### config.mk
export PLATFORM = sky130hd
export DESIGN_NAME = shadow_cache_config_regs
export DESIGN_NICKNAME = d
export VERILOG_FILES = /design/src/shadow_cache_pkg.sv /design/src/shadow_cache_decode.sv /design/src/shadow_cache_config_regs.sv
export SDC_FILE = /design/constraint.sdc
export NUM_CORES = 1
export LEC_CHECK = 0
export BUFFER_PORTS_ARGS = -buffer_cell sky130_fd_sc_hd__clkbuf_2
export CAP_MARGIN = 15
export CORE_ASPECT_RATIO = 0.9
export CORE_MARGIN = 10
export CORE_UTILIZATION = 35
export CTS_CLUSTER_SIZE = 14
export DETAILED_ROUTE_END_ITERATION = 16
export MAX_ROUTING_LAYER = met4
export PLACE_DENSITY = 0.55
export SYNTH_ARGS = -nofsm -noshare
export SYNTH_HDL_FRONTEND = slang
export SYNTH_SLANG_ARGS = --single-unit
### constraint.sdc
create_clock -name clock -period 1.7 [get_ports clock]
set_input_delay 0.085 -clock clock [delete_from_list [all_inputs] [get_ports clock]]
set_output_delay 0.085 -clock clock [all_outputs]
set_load 0.005 [all_outputs]
### src/shadow_cache_pkg.sv
// Package with register map, field layout and decode types for the shadow/cache configuration bank
package shadow_cache_pkg;
    // Register offsets
    localparam logic [7:0] OFF_SHADOW_LOW  = 8'h26;
    localparam logic [7:0] OFF_PROTECT_MAP = 8'h27;
    localparam logic [7:0] OFF_CACHE_CTRL  = 8'h28;
    localparam logic [7:0] OFF_UPPER_BOUND = 8'h29;
    // Reset values
    localparam logic [7:0] RST_SHADOW_LOW  = 8'h00;
    localparam logic [7:0] RST_PROTECT_MAP = 8'h00;
    localparam logic [7:0] RST_CACHE_CTRL  = 8'h08;
    localparam logic [3:0] RST_BOUND_RSVD  = 4'hA;
    localparam logic [3:0] RST_BOUND_LIMIT = 4'h0;
    // Cache control field positions
    localparam int CC_ENABLE   = 7;
    localparam int CC_DRAM_PERF = 6;
    localparam int CC_ALL_NC   = 5;
    localparam int CC_LOW_NC   = 4;
    localparam int CC_TIME_HI  = 3;
    localparam int CC_TIME_LO  = 2;
    localparam int CC_SIZE_HI  = 1;
    localparam int CC_SIZE_LO  = 0;
    // Address layout of the 24-bit memory bus
    localparam int ADDR_W      = 24;
    localparam int MB_HI       = 23;
    localparam int MB_LO       = 20;
    localparam int SEG_HI      = 19;
    localparam int SEG_LO      = 16;
    localparam int BLK_HI      = 15;
    localparam int BLK_LO      = 14;
    // Segment numbers within the first megabyte
    localparam logic [3:0] SEG_C     = 4'hC;
    localparam logic [3:0] SEG_A     = 4'hA;
    localparam logic [3:0] MB_ZERO   = 4'h0;
    // Cache write-hit timing codes
    typedef enum logic [1:0] {
        TIME_INVALID = 2'h0,
        TIME_ZERO_WS = 2'h1,
        TIME_ONE_WS  = 2'h2,
        TIME_ZERO_EX = 2'h3
    } hit_timing_t;
    // Memory access request
    typedef struct packed {
        logic              valid;
        logic              write;
        logic [ADDR_W-1:0] addr;
    } mem_req_t;
    // Decoded access attributes
    typedef struct packed {
        logic              use_dram;
        logic              write_block;
        logic              cacheable;
        logic              remapped;
        logic [ADDR_W-1:0] dram_addr;
    } mem_attr_t;
    // Cache settings as seen by the cache machinery
    typedef struct packed {
        logic        enable;
        logic        dram_perf;
        hit_timing_t timing;
        logic [1:0]  size;
        logic        zero_wait;
        logic        extend_strobe;
    } cache_cfg_t;
endpackage

### src/shadow_cache_decode.sv
// Combinational decoder mapping a memory access onto shadow, protect, remap and cacheability attributes
`timescale 1ns/10ps
`default_nettype none
module shadow_cache_decode
    import shadow_cache_pkg::*;
(
    input  wire shadow_cache_pkg::mem_req_t  req,          // Access under decode
    input  wire logic [7:0]                  shadow_low,   // Low-ROM shadow enables
    input  wire logic [7:0]                  protect_map,  // Protect and remap setting
    input  wire logic [7:0]                  cache_ctrl,   // Cache control setting
    input  wire logic [3:0]                  bound,        // Cacheable upper bound
    output var shadow_cache_pkg::mem_attr_t  attr          // Decoded attributes
);
    import shadow_cache_pkg::*;

    // Address slices
    wire logic [3:0] mb_field   = req.addr[MB_HI:MB_LO];        // Megabyte number
    wire logic [3:0] seg_field  = req.addr[SEG_HI:SEG_LO];      // 64KB segment in first MB
    wire logic [1:0] blk_field  = req.addr[BLK_HI:BLK_LO];      // 16KB block in a segment
    wire logic       first_mb   = (mb_field == MB_ZERO);        // Inside first megabyte
    wire logic       in_c_seg   = first_mb && (seg_field == SEG_C); // Low-ROM area
    wire logic       in_upper   = first_mb && (seg_field >= SEG_C); // C..F segments
    wire logic       in_low_hole = first_mb && (seg_field >= SEG_A); // 640KB to 1MB
    wire logic [1:0] prot_idx   = 2'(seg_field - SEG_C);        // Protect bit index

    // Shadow enables per 16KB block: read bits upper nibble, write bits lower
    wire logic shadow_rd = in_c_seg && shadow_low[4 + blk_field];
    wire logic shadow_wr = in_c_seg && shadow_low[blk_field];
    wire logic protected_seg = in_upper && protect_map[4 + prot_idx];

    // Remap: accesses into the first MB block of the remap window when enabled
    wire logic [3:0] remap_mb = protect_map[3:0];
    wire logic       remap_on = (remap_mb != MB_ZERO);

    // Cacheability
    wire logic [3:0] bound_mb = bound;
    wire logic below_bound = (bound_mb == MB_ZERO) || (mb_field < bound_mb);
    wire logic size_fits   = (mb_field >> 1) < (4'h1 << cache_ctrl[CC_SIZE_HI:CC_SIZE_LO]);

    always_comb begin
        // Reads served from DRAM when shadow read is set, outside the C..F segments always DRAM
        attr.use_dram    = req.write ? shadow_wr : (in_c_seg ? shadow_rd : !in_upper);
        attr.write_block = req.write && (protected_seg || (in_c_seg && !shadow_wr));
        attr.cacheable   = cache_ctrl[CC_ENABLE] && !cache_ctrl[CC_ALL_NC]
                           && !(cache_ctrl[CC_LOW_NC] && in_low_hole)
                           && below_bound && size_fits;
        attr.remapped    = remap_on && in_low_hole && !in_upper;
        attr.dram_addr   = attr.remapped ? {remap_mb, req.addr[SEG_HI:0]} : req.addr;
    end
endmodule
`default_nettype wire

### src/shadow_cache_config_regs.sv
// Register bank holding shadow, write-protect, remap and cache settings of the system controller
`timescale 1ns/10ps
`default_nettype none
module shadow_cache_config_regs
    import shadow_cache_pkg::*;
(
    input  wire logic                        clock,       // 100 MHz controller clock
    input  wire logic                        rst_n,       // Async reset, active low
    input  wire logic                        clk_en,      // Freezes all state when low
    input  wire logic [7:0]                  reg_addr,    // Register index
    input  wire logic [7:0]                  reg_wdata,   // Write data
    input  wire logic                        reg_write,   // Write strobe
    input  wire logic                        reg_read,    // Read strobe
    output logic [7:0]                       reg_rdata,   // Read data, cycle after strobe
    input  wire shadow_cache_pkg::mem_req_t  mem_req,     // Memory access to classify
    output var shadow_cache_pkg::mem_attr_t  mem_attr,    // Registered access attributes
    output var shadow_cache_pkg::cache_cfg_t cache_cfg    // Registered cache settings
);
    import shadow_cache_pkg::*;

    // Stored registers
    logic [7:0] shadow_low;     // Low-ROM shadow enables
    logic [7:0] protect_map;    // Write protect and remap
    logic [7:0] cache_ctrl;     // Cache control
    logic [3:0] bound_limit;    // Cacheable upper bound

    // Address decode
    wire logic hit_shadow  = (reg_addr == OFF_SHADOW_LOW);
    wire logic hit_protect = (reg_addr == OFF_PROTECT_MAP);
    wire logic hit_cache   = (reg_addr == OFF_CACHE_CTRL);
    wire logic hit_bound   = (reg_addr == OFF_UPPER_BOUND);

    // Read multiplexer, unmapped reads return zero
    wire logic [7:0] read_mux =
        hit_shadow  ? shadow_low  :
        hit_protect ? protect_map :
        hit_cache   ? cache_ctrl  :
        hit_bound   ? {RST_BOUND_RSVD, bound_limit} : 8'h00;

    // Decoded attributes before the output register
    mem_attr_t next_attr;

    // Timing code drives the cache strobe shaping
    wire hit_timing_t timing = hit_timing_t'(cache_ctrl[CC_TIME_HI:CC_TIME_LO]);
    cache_cfg_t next_cfg;
    always_comb begin
        next_cfg.enable        = cache_ctrl[CC_ENABLE];
        next_cfg.dram_perf     = cache_ctrl[CC_DRAM_PERF];   // Software keeps cache off first
        next_cfg.timing        = timing;
        next_cfg.size          = cache_ctrl[CC_SIZE_HI:CC_SIZE_LO];
        next_cfg.zero_wait     = (timing == TIME_ZERO_WS) || (timing == TIME_ZERO_EX);
        next_cfg.extend_strobe = (timing == TIME_ZERO_EX);
    end

    // Access decoder
    shadow_cache_decode u_decode (
        .req         (mem_req),
        .shadow_low  (shadow_low),
        .protect_map (protect_map),
        .cache_ctrl  (cache_ctrl),
        .bound       (bound_limit),
        .attr        (next_attr)
    );

    // Register writes
    always_ff @(posedge clock or negedge rst_n) begin
        if (!rst_n) begin
            shadow_low  <= RST_SHADOW_LOW;
            protect_map <= RST_PROTECT_MAP;
            cache_ctrl  <= RST_CACHE_CTRL;
            bound_limit <= RST_BOUND_LIMIT;
        end else if (clk_en && reg_write) begin
            if (hit_shadow)  shadow_low  <= reg_wdata;
            if (hit_protect) protect_map <= reg_wdata;
            if (hit_cache)   cache_ctrl  <= reg_wdata;
            if (hit_bound)   bound_limit <= reg_wdata[3:0];
        end
    end

    // Read data register, holds only in the cycle after the strobe
    always_ff @(posedge clock or negedge rst_n) begin
        if (!rst_n) begin
            reg_rdata <= 8'h00;
        end else if (clk_en) begin
            reg_rdata <= reg_read ? read_mux : 8'h00;
        end
    end

    // Attribute and configuration registers
    always_ff @(posedge clock or negedge rst_n) begin
        if (!rst_n) begin
            mem_attr  <= '0;
            cache_cfg <= '0;
        end else if (clk_en) begin
            mem_attr  <= mem_req.valid ? next_attr : '0;
            cache_cfg <= next_cfg;
        end
    end
endmodule
`default_nettype wire

---- Word-level counts from Yosys, hierarchy flattened ----
Cells that the tools add are included.
storage, ports and cells
  flip-flop bits (word level) ............. 72
  latch bits .............................. 0
  memory bits (writable) .................. 0
  ROM bits ................................ 0
  output and inout port bits .............. 44
  memories kept ........................... 0
operators by class
  add/sub/neg operators ................... 3
  multipliers ............................. 0
  divide/modulo/power cells ............... 0
  order comparisons ....................... 7
  equal/unequal tests ..................... 7
  shift operators ......................... 1
  multiplexer cells ....................... 15
  bitwise logic cells ..................... 0
  reduce and logical (&&, ||, !) cells .... 30
operators with widths
  kind                 number
  $lt 32x4->1 const B  2
  $mux 8               5
  $eq 8x6->1 const B   4
  $mux 28              1
  $mux 24              1
  $logic_and 1x1->1    16
  $add 3x2->4 const A  2
  $ge 4x4->1 const B   2
  $logic_not 4->1      2
  $reduce_and 2->1     4
  $bmux 1 s3           2
  $mux 1               5
  $eq 4x4->1 const B   1
  $logic_not 1->1      4
  $lt 2x4->1 const B   1
  $lt 3x4->1           1
  $lt 4x4->1           1
  $reduce_bool 4->1    1
  $shl 1x2->4 const A  1
  $logic_or 1x1->1     3
  $bmux 1 s2           1
  $eq 2x1->1 const B   1
  $eq 2x2->1 const B   1
  $sub 2x1->2 const B  1

---- Depth between registers and ports, before layout ----
Gate-level depths: netlist of run 1.
  depth in word-level cells ............... 8
  depth in mapped cells ................... 6

---- Hierarchy ----
From an unflattened synthesis of run 1, not the netlist that was laid out.
second synthesis, totals
  cells, all modules ...................... 341
  area total of the unflattened synthesis .. 3626.0 µm²
by module, submodules not included
  module                    times used  cells each  area each (µm²)  sequential area each (µm²)
  shadow_cache_config_regs  1           272         3096.7           1803.0
  shadow_cache_decode       1           69          529.3            0.0

---- Least setup slack after synthesis of run 1 ----
No wires, ideal clock.
  kind .................................... register to register
  from .................................... reg bound_limit[1]
  to ...................................... reg mem_attr[25] (netlist name)
  library setup time ...................... 110 ps
  arrival time ............................ 1382 ps
  data required time ...................... 1590 ps
  slack ................................... 208 ps
  cell stages (with the launch flop) ...... 7
  path through ............................ dfrtp_1 inv_1 ha_1 or3b_2 o211ai_1 a211oi_1 o41ai_1
on the way
  longest elaborated chain between the ends .. 5
  elaborated cells between the ends (all ways) .. 6
RTL lines
  what                                           RTL line                        text
  from (decl)                                    shadow_cache_config_regs.sv:25  logic [3:0] bound_limit;
  from (signal assigned)                         shadow_cache_config_regs.sv:76  if (hit_bound) bound_limit <= reg_wdata[3:0];
  $lt 4x4->1 or $logic_not 4->1 (tied branches)  shadow_cache_decode.sv:37       wire logic below_bound = (bound_mb == MB_ZERO) || (mb_field < bound_mb);
  $logic_or 1x1->1 *                             shadow_cache_decode.sv:37
  $logic_and 1x1->1 * (2 in a row)               shadow_cache_decode.sv:46       && below_bound && size_fits;
  $mux 28 *                                      shadow_cache_config_regs.sv:95  mem_attr <= mem_req.valid ? next_attr : '0;
  to (signal assigned)                           shadow_cache_config_regs.sv:95
  to (decl)                                      shadow_cache_config_regs.sv:16  output var shadow_cache_pkg::mem_attr_t mem_attr,
Every way passes the cells marked *; elsewhere a longest branch is shown, timed or not.
A chain may end at the register's enable or synchronous reset.

---- Final worst setup path of run 1 ----
  from .................................... reg shadow_low[3]
  to ...................................... reg mem_attr[26] (netlist name)
on the way
  longest elaborated chain between the ends .. 8
RTL lines
  what                          RTL line                        text
  from (decl)                   shadow_cache_config_regs.sv:22  logic [7:0] shadow_low;
  from (signal assigned)        shadow_cache_config_regs.sv:73  if (hit_shadow) shadow_low <= reg_wdata;
  $bmux 1 s2                    shadow_cache_decode.sv:28       wire logic shadow_wr = in_c_seg && shadow_low[blk_field];
  $mux 1 (implied by the code)  shadow_cache_decode.sv:28
  $logic_and 1x1->1             shadow_cache_decode.sv:28
  $logic_not 1->1               shadow_cache_decode.sv:43       attr.write_block = req.write && (protected_seg || (in_c_seg && !shadow_wr));
  $logic_and 1x1->1             shadow_cache_decode.sv:43
  $logic_or 1x1->1              shadow_cache_decode.sv:43
  $logic_and 1x1->1             shadow_cache_decode.sv:43
  $mux 28                       shadow_cache_config_regs.sv:95
No other way between the ends. The select of a mux whose other input is x is not followed.

==> flow_summary.json, run 1 <==
{
  "cts_tree": "yes",
  "syn-num-nets": 347,
  "fin_cells": 528,
  "final_nets": 454,
  "holdPathStages": 2,
  "synthDistinctLibCells": 48,
  "clock_sinks": 72,
  "clk_pin_slew_ps": 70,
  "startpoint_type": "flop",
  "grt_max_degree": 73,
  "drtPass1Iterations": 4,
  "diodes": 0,
  "die_y_um": 113,
  "synth_fa_ha_area_frac": 0.0185,
  "grtUsageMet1": 0.183,
  "final_layout_size_suffix_gt1_frac": 0.382,
  "seq_area_frac_synth": 0.533,
  "hold_viol": 0,
  "synth_ff_type": "dfrtp_1",
  "grt_pass1_wl_mm": 15.1,
  "fillCellCount": 892,
  "yosys.area_share.simple": 0.114,
  "dieArea_um2": 14000,
  "synth_top_family_by_area": "compound AO/OA/AOI/OAI gates",
  "p_leak_nw": 2.21,
  "power_mw": 3.56,
  "synth_warnings": 0,
  "core_um2": 9250,
  "clkLatencyLatePin_ps": 340,
  "peakVddDrop_mv": 0.427,
  "drtIter0Drc": 134,
  "grt_overflow": 0,
  "r2r-start": "shadow_low[3]$_DFFE_PN0P_",
  "rr_endpoint": "mem_attr[26]$_DFFE_PN0P_",
  "met3_usage": 0.0517,
  "hp-start": "reg_wdata[6]",
  "busiest_layer": "met2",
  "place_inst": 498,
  "synth_cells": 295,
  "via_per_inst": 5.09,
  "skew_ps": 6.27,
  "syn-cell-area_um2": 3380,
  "wl_mm": 9.54,
  "synth.area.mux_share": 0.131,
  "grt_setup_unrepaired": "false",
  "max-slew-margin-rel": 0.549,
  "synth-compound-area-share": 0.151,
  "io_pins": 91,
  "status": "finished clean",
  "rr_worst_depth": 4,
  "synth-edff-count": 0,
  "fin_crit_ps": 1600,
  "synth_xor_xnor_area_share": 0,
  "synth-seq-cells": 72,
  "cts_buffers": 9,
  "path_max_fanout": 3,
  "final-setup-viol-count": 0,
  "drv_slew": 0,
  "cts_resized": 0,
  "async_flop_share": 1.00,
  "grt_usage": 0.141,
  "min_path_type": "in -> reg",
  "antenna_found_initial": 0,
  "cp.arrival_ps": 1840,
  "cts-root-buf": "clkbuf_8",
  "hold_slack_ps": 7.92,
  "grt_pass1_vias": 2807,
  "p_per_area_nw_per_um2": 825,
  "crit_path_end_kind": "flop",
  "areaGrowthSynthToFinish_pct": 27.7,
  "avgSynthCellArea_um2": 11.5,
  "setup_tns_ps": 0,
  "io_buffers": 90,
  "worstSetupPathType": "reg -> reg",
  "worstPathRequired_ps": 1940,
  "r2r_slack_ps": 100,
  "drc": 0,
  "dieWidth_um": 124,
  "h-tree-depth": 3,
  "placementRows": 33,
  "cts_buffer_depth": 2,
  "worstMarginPinSlew_ps": 675,
  "ant_nets": 0,
  "route.vias.total": 2687,
  "dpl.hpwl_mm": 6.89,
  "wl_per_cell_um": 18.1,
  "max_clock_freq_ghz": 0.625,
  "hold_path_end": "protect_map[6]$_DFFE_PN0P_",
  "globalRouteMet2Util": 0.206,
  "max-cap-violations": 0,
  "gp_congestion": 0.812,
  "fin_crit_sh": 0.942,
  "start_util": 0.366
}
-- Yosys cell counts, types with 3 or more instances --
cell type	number	area, um^2
nand2b_1	3	18.8
clkbuf_1	11	41.3
buf_2	4	20.0
nor4_1	3	18.8
ha_1	5	62.6
nand3_1	22	110
inv_1	28	105
o21a_1	8	60.1
a21oi_1	8	40.0
nand2_1	7	26.3
dfrtp_1	71	1780
mux2_1	3	33.8
nor2_1	5	18.8
o21ai_0	31	155
a22o_1	6	52.6
mux2_2	31	349
and3_1	7	43.8
a32oi_1	4	35.0
a221o_1	4	40.0
-- report_power, final --
group / total, mW / internal, mW / switching [mW]
sequential: 1.83 / 1.78 / 0.0472
combinational: 0.405 / 0.184 / 0.221
clock: 1.33 / 0.703 / 0.623
-- layout make-up --
type	instances	area [um^2]	area share
Clock buffer	11	141	0.0327
Tap cell	122	153	0.0354
Multi-Input combinational cell	178	1400	0.324
Inverter	28	105	0.0243
Timing Repair Buffer	113	671	0.155
Sequential cell	72	1800	0.418
Clock inverter	4	45.0	0.0104
-- sequential cells by signal, summed over array words and instances (netlist names) --
signal,count
cache_ctrl,8
cache_cfg,8
mem_attr,28
shadow_low,8
protect_map,8
bound_limit,4
reg_rdata,8
-- cells in the final DEF, fill, tap and decap left out, types with 2 or more instances in the layout --
master,synthesis,final
a22o_1,6,6
mux2_2,31,31
nor4_1,3,3
o21a_1,8,8
a32oi_1,4,4
mux2_1,3,3
clkbuf_8,0,10
nand3_1,22,22
nand4b_1,2,2
o21ai_0,31,31
clkinv_2,0,3
nand2_1,7,7
nand2b_1,3,3
dfrtp_1,71,71
buf_4,1,8
inv_1,28,28
a21oi_1,8,8
ha_1,5,5
dlygate4sd3_1,0,14
a21o_1,2,2
o2bb2ai_1,2,2
a221o_1,4,4
o22ai_1,2,2
nand3b_4,2,2
clkbuf_2,0,89
and3_1,7,7
nor2_1,5,5
-- worst max-delay path, stage by stage (launching register included) --
cell and delay [ps]:
dfrtp_1 410, mux4_2 520, a221oi_2 230, a21oi_1 70, o41ai_2 270
-- metal layers --
layer	vias up	routed length, um
met4	0	65
met1	1316	4650
met2	82	4160
met5	-	0
met3	6	667
li1	1283	-
-- kinds of logic after synthesis --
group	count (synthesis)
flip-flops	72
buffers and inverters	45
adder cells (fa/ha/maj)	5
multiplexers	37
AO/OA/AOI/OAI	76
AND/OR/NAND/NOR	60
-- per-stage QoR --
stage | util | worst slack [ps] | cell area [um^2]
after floorplan | - | 208 | 3380
after global placement | 0.431 | 122 | 3980
final | 0.467 | 99.1 | 4320
after CTS | 0.466 | 87.4 | 4310
after detailed placement | 0.431 | 40.0 | 3980
after global routing | 0.467 | 21.5 | 4320
-- worst max-delay path by stage --
stage,to,start,cells past startpoint
after CTS,mem_attr[25]$_DFFE_PN0P_,bound_limit[1]$_DFFE_PN0P_,6
after floorplan,mem_attr[25]$_DFFE_PN0P_,bound_limit[1]$_DFFE_PN0P_,6
after detailed placement,protect_map[6]$_DFFE_PN0P_,reg_addr[4],5
final,mem_attr[26]$_DFFE_PN0P_,shadow_low[3]$_DFFE_PN0P_,4
after global routing,mem_attr[25]$_DFFE_PN0P_,bound_limit[1]$_DFFE_PN0P_,6
after global placement,mem_attr[26]$_DFFE_PN0P_,shadow_low[3]$_DFFE_PN0P_,4
-- repair_timing --
action / CTS / global route
buffers inserted: 0 / 1
endpoints found under the setup margin: 0 / 1
hold buffers: 14 / 0
endpoints found under the hold margin: 84 / 0
Note: power is estimated with default switching activity, not from simulation.
==> run 2: changes to the inputs <==
--- a/config.mk
+++ b/config.mk
@@ -7,13 +7,15 @@
 export LEC_CHECK = 0
 export BUFFER_PORTS_ARGS = -buffer_cell sky130_fd_sc_hd__clkbuf_2
 export CAP_MARGIN = 15
+export CELL_PAD_IN_SITES_DETAIL_PLACEMENT = 0
+export CELL_PAD_IN_SITES_GLOBAL_PLACEMENT = 2
 export CORE_ASPECT_RATIO = 0.9
 export CORE_MARGIN = 10
-export CORE_UTILIZATION = 35
+export CORE_UTILIZATION = 33
 export CTS_CLUSTER_SIZE = 14
 export DETAILED_ROUTE_END_ITERATION = 16
 export MAX_ROUTING_LAYER = met4
-export PLACE_DENSITY = 0.55
+export PLACE_DENSITY = 0.77
 export SYNTH_ARGS = -nofsm -noshare
 export SYNTH_HDL_FRONTEND = slang
 export SYNTH_SLANG_ARGS = --single-unit
==> run 2 against run 1 <==
Against the previous run: critical path depth grew 1; worst hold slack is essentially flat; clock-buffer cell count grew 1; maximum frequency grew 0.53%; wire length grew 2.5%; non-clock buffer count grew 5; flip-flop and latch count is the same; design area grew 4.5%; register-to-register slack is essentially flat; cell count grew 1.9%; sequential power is essentially flat; utilization shrank 0.77 points; largest cell class unchanged.
==> flow_summary.json, run 2 (synthesized netlist as in run 1, its figures left out) <==
{
  "status": "finished clean",
  "dpl.hpwl_mm": 7.24,
  "p_per_area_nw_per_um2": 962,
  "min_path_type": "in -> reg",
  "clk_pin_slew_ps": 60,
  "max_clock_freq_ghz": 0.628,
  "rr_endpoint": "mem_attr[25]$_DFFE_PN0P_",
  "start_util": 0.344,
  "core_um2": 9830,
  "grt_pass1_wl_mm": 15.5,
  "cts_buffer_depth": 2,
  "largest_reg_flops": 28,
  "grt_usage": 0.137,
  "grt_max_degree": 73,
  "max-cap-violations": 0,
  "grt_setup_unrepaired": "false",
  "gp_congestion": 0.811,
  "worstMarginPinSlew_ps": 471,
  "cts_tree": "yes",
  "layout_common_cells": "clkbuf_2 (89), dfrtp_1 (71), o21ai_0 (31), mux2_2 (31), inv_1 (28)",
  "path_max_fanout": 7,
  "setup_tns_ps": 0,
  "hold_viol": 0,
  "largest_register": "mem_attr",
  "worstPathRequired_ps": 1920,
  "wl_mm": 9.78,
  "drc": 0,
  "dieArea_um2": 14700,
  "placementRows": 34,
  "die_y_um": 116,
  "r2r_slack_ps": 110,
  "clkLatencyLatePin_ps": 330,
  "drtIter0Drc": 166,
  "via_per_inst": 5.08,
  "drtPass1Iterations": 4,
  "final_layout_size_suffix_gt1_frac": 0.396,
  "ant_nets": 0,
  "io_buffers": 90,
  "rr_worst_depth": 5,
  "startpoint": "cache_ctrl[0]$_DFFE_PN0P_",
  "cts-root-buf": "clkbuf_16",
  "worstSetupPathType": "reg -> reg",
  "cp.arrival_ps": 1810,
  "fillCellCount": 926,
  "dieWidth_um": 127,
  "route.vias.total": 2735,
  "final-setup-viol-count": 0,
  "hp-start": "mem_req[7]",
  "final_area_um2": 4510,
  "layout_commonest_cell": "clkbuf_2",
  "critical_path.endpoint": "mem_attr[25]$_DFFE_PN0P_",
  "grt_pass1_vias": 2783,
  "fin_crit_sh": 0.937,
  "final_nets": 459,
  "skew_ps": 5.92,
  "place_area_um2": 4040,
  "utilization": 0.459,
  "clock_sinks": 72,
  "antenna_found_initial": 0,
  "r2r-start": "cache_ctrl[0]$_DFFE_PN0P_",
  "io_pins": 91,
  "drv_slew": 0,
  "crit_path_end_kind": "flop",
  "fin_crit_ps": 1590,
  "h-tree-depth": 3,
  "grt_overflow": 0,
  "p_leak_nw": 2.30,
  "peakVddDrop_mv": 0.475,
  "startpoint_type": "flop",
  "areaGrowthSynthToFinish_pct": 33.5,
  "max-slew-margin-rel": 0.683,
  "cts_buffers": 9,
  "holdPathStages": 3,
  "wl_per_cell_um": 18.2,
  "diodes": 0
}
-- run 2: layout make-up --
type                       instances  area, um^2  area share
clock buffer                      12         256      0.0568
multi-input combinational        178        1410       0.312
inverter                          28         105      0.0233
sequential                        72        1800       0.400
clock inverter                     4        76.3      0.0169
timing repair buffer             118         706       0.156
tap                              126         158      0.0349
-- run 2: worst min path at each step --
stage / end / slack, ps
CTS: mem_attr[7]$_DFFE_PN0P_ / 0.7
global placement: mem_attr[12]$_DFFE_PN0P_ / 150
floorplan: bound_limit[0]$_DFFE_PN0P_ / -210
detailed placement: mem_attr[12]$_DFFE_PN0P_ / 150
finish: mem_attr[7]$_DFFE_PN0P_ / 7
global route: protect_map[5]$_DFFE_PN0P_ / 20
-- run 2: report_power, final --
part / switching [mW] / internal [mW] / total [mW]
Combinational: 0.224 / 0.190 / 0.414
Clock: 0.723 / 1.37 / 2.09
Sequential: 0.0475 / 1.79 / 1.83
Total: 0.995 / 3.34 / 4.34
-- run 2: repair_timing --
| action | in CTS | in global routing |
|---|---|---|
| endpoints found under the hold margin | 83 | 0 |
| gates resized for setup | 0 | 1 |
| buffers inserted | 0 | 0 |
| endpoints found under the setup margin | 0 | 1 |
| hold buffers | 13 | 0 |
-- run 2: metal layers --
metal | global-route usage | up-vias | wire length, um
met2 | 0.193 | 99 | 4040
met1 | 0.186 | 1321 | 4920
met3 | 0.0370 | 10 | 699
met5 | - | - | 0
li1 | - | 1305 | -
met4 | 0.0417 | 0 | 116
-- run 2: worst max-delay path: stages (launching register included) --
cell      delay, ps
dfrtp_1         460
nand2b_1        180
ha_1            290
o311ai_0        100
a22oi_1         140
o41ai_2         320
-- run 2: per-stage QoR --
step                setup WS (ps)  std cells  hold WS (ps)  power [mW]
floorplan                     208        295          -211        2.02
global placement              131        509           147        2.26
detailed placement           70.8        509           147        2.26
CTS                          65.4        538         0.718        4.39
global route                 16.6        538          17.2        4.52
finish                        107        538          7.44        4.34
==> run 3: changes to the inputs <==
--- a/config.mk
+++ b/config.mk
@@ -6,7 +6,7 @@
 export NUM_CORES = 1
 export LEC_CHECK = 0
 export BUFFER_PORTS_ARGS = -buffer_cell sky130_fd_sc_hd__clkbuf_2
-export CAP_MARGIN = 15
+export CAP_MARGIN = 20
 export CELL_PAD_IN_SITES_DETAIL_PLACEMENT = 0
 export CELL_PAD_IN_SITES_GLOBAL_PLACEMENT = 2
 export CORE_ASPECT_RATIO = 0.9
@@ -16,6 +16,8 @@
 export DETAILED_ROUTE_END_ITERATION = 16
 export MAX_ROUTING_LAYER = met4
 export PLACE_DENSITY = 0.77
+export REMOVE_ABC_BUFFERS = 1
+export SETUP_SLACK_MARGIN = 0.05
 export SYNTH_ARGS = -nofsm -noshare
 export SYNTH_HDL_FRONTEND = slang
 export SYNTH_SLANG_ARGS = --single-unit
==> run 3 against run 2 <==
Against the previous run: the run now ends with negative hold slack left; combinational power barely moved; design area shrank 0.19%; sequential power is essentially flat; wire length shrank 2.4%; clock power down 8%; critical path type unchanged; largest cell class unchanged.
==> flow_summary.json, run 3 (synthesized netlist as in run 1, its figures left out) <==
{
  "final-setup-viol-count": 0,
  "drtPass1Iterations": 5,
  "hold_slack_ps": -0.306,
  "startpoint": "bound_limit[1]$_DFFE_PN0P_",
  "cts_buffer_depth": 2,
  "place_area_um2": 4030,
  "grt_max_degree": 50,
  "grt_pass1_wl_mm": 15.4,
  "critical-path-top-delay-family": "compound AO/OA/AOI/OAI gates",
  "fin_cells": 537,
  "gp_congestion": 0.813,
  "worstPathRequired_ps": 1920,
  "final_area_um2": 4500,
  "final_layout_size_suffix_gt1_frac": 0.409,
  "r2r-start": "bound_limit[1]$_DFFE_PN0P_",
  "violations": "negative hold slack",
  "setup_ws_ps": 104,
  "critical_path.endpoint": "mem_attr[25]$_DFFE_PN0P_",
  "hold_viol": 1,
  "layout_common_cells": "clkbuf_2 (89), dfrtp_1 (70), o21ai_0 (31), mux2_2 (31), inv_1 (28)",
  "route.vias.total": 2682,
  "post-place-ws_ps": 75.1,
  "placementRows": 34,
  "antenna_found_initial": 0,
  "max_clock_freq_ghz": 0.626,
  "grt_setup_unrepaired": "true",
  "clock_sinks": 72,
  "fin_crit_sh": 0.939,
  "cpPeakStageDelay_ps": 370,
  "p_leak_nw": 2.29,
  "path_max_fanout": 3,
  "rr_worst_depth": 6,
  "cp.arrival_ps": 1820,
  "max-cap-violations": 0,
  "peakVddDrop_mv": 0.470,
  "drv_slew": 0,
  "crit_path_end_kind": "flop",
  "io_buffers": 90,
  "rr_endpoint": "mem_attr[25]$_DFFE_PN0P_",
  "io_pins": 91,
  "start_util": 0.344,
  "wl_per_cell_um": 17.8,
  "final_nets": 458,
  "worstSetupPathType": "reg -> reg",
  "die_y_um": 116,
  "grt_pass1_vias": 2853,
  "layout_commonest_cell": "clkbuf_2",
  "skew_ps": 7.00,
  "diodes": 0,
  "clkLatencyLatePin_ps": 330,
  "grt_overflow": 0,
  "largest_register": "mem_attr",
  "areaGrowthSynthToFinish_pct": 33.2,
  "core_um2": 9830,
  "p_per_area_nw_per_um2": 926,
  "dpl.hpwl_mm": 7.09,
  "wl_mm": 9.54,
  "dieWidth_um": 127,
  "dieArea_um2": 14700,
  "drc": 0,
  "h-tree-depth": 3,
  "cp_slowest_cell": "dfrtp_1",
  "setup_tns_ps": 0,
  "timing.critical_path.buf_inv": 1,
  "largest_reg_flops": 28,
  "min_path_type": "in -> reg",
  "cp_num_cells": 6,
  "startpoint_type": "flop",
  "r2r_slack_ps": 100,
  "max-slew-margin-rel": 0.577,
  "fin_crit_ps": 1600,
  "utilization": 0.458,
  "grt_usage": 0.136,
  "cts_tree": "yes",
  "worstMarginPinSlew_ps": 634,
  "cts_buffers": 9,
  "worstPathCellList": "inv_1 > ha_2 > or3b_4 > o211ai_1 > a211oi_2 > o41ai_2",
  "status": "finished with violations",
  "clk_pin_slew_ps": 60,
  "power_mw": 4.17,
  "cts-root-buf": "clkbuf_16",
  "ant_nets": 0,
  "place_inst": 505,
  "drtIter0Drc": 104,
  "via_per_inst": 4.99
}
run 3: how the worst min path moves through the flow:
| stage | startpoint | endpoint | depth (start not counted) |
|---|---|---|---|
| after detailed placement | rst_n | mem_attr[2]$_DFFE_PN0P_ | 1 |
| after floorplan | rst_n | bound_limit[0]$_DFFE_PN0P_ | 0 |
| final | mem_req[2] | mem_attr[2]$_DFFE_PN0P_ | 3 |
| after CTS | mem_req[4] | mem_attr[4]$_DFFE_PN0P_ | 3 |
| after global routing | mem_req[3] | mem_attr[3]$_DFFE_PN0P_ | 3 |
| after global placement | rst_n | mem_attr[2]$_DFFE_PN0P_ | 1 |
run 3: worst min-delay path, delay by kind of cell:
kind                   cells  cell delay [ps]
buffers and inverters      1               80
and+or+nand+nor            1               60
AOI/OAI and AO/OA          1               70
run 3: cell type report:
cell class / count / area (um^2)
Fill cell: 951 / 5320
Clock buffer: 11 / 243
Clock inverter: 5 / 63.8
Inverter: 28 / 105
Multi-Input combinational cell: 178 / 1420
Sequential cell: 72 / 1800
Tap cell: 126 / 158
Timing Repair Buffer: 117 / 708
run 3: repair_timing:
item | in CTS | in global routing
setup endpoints to repair | 0 | 2
resized for setup | 0 | 6
buffers inserted | 0 | 5
hold buffers | 11 | 0
endpoints found under the hold margin | 51 | 0
run 3: report_power, final:
group          switching (mW)  internal (mW)
Clock                   0.739           1.19
Sequential             0.0461           1.79
Combinational           0.220          0.191
run 3: layer usage:
layer	track usage	up-vias	routed length, um	part of all wire
met5	-	-	0	0
met4	0.0500	0	95	0.010
met3	0.0283	6	499	0.052
met2	0.205	78	4350	0.46
met1	0.176	1299	4590	0.48
li1	-	1299	-	-
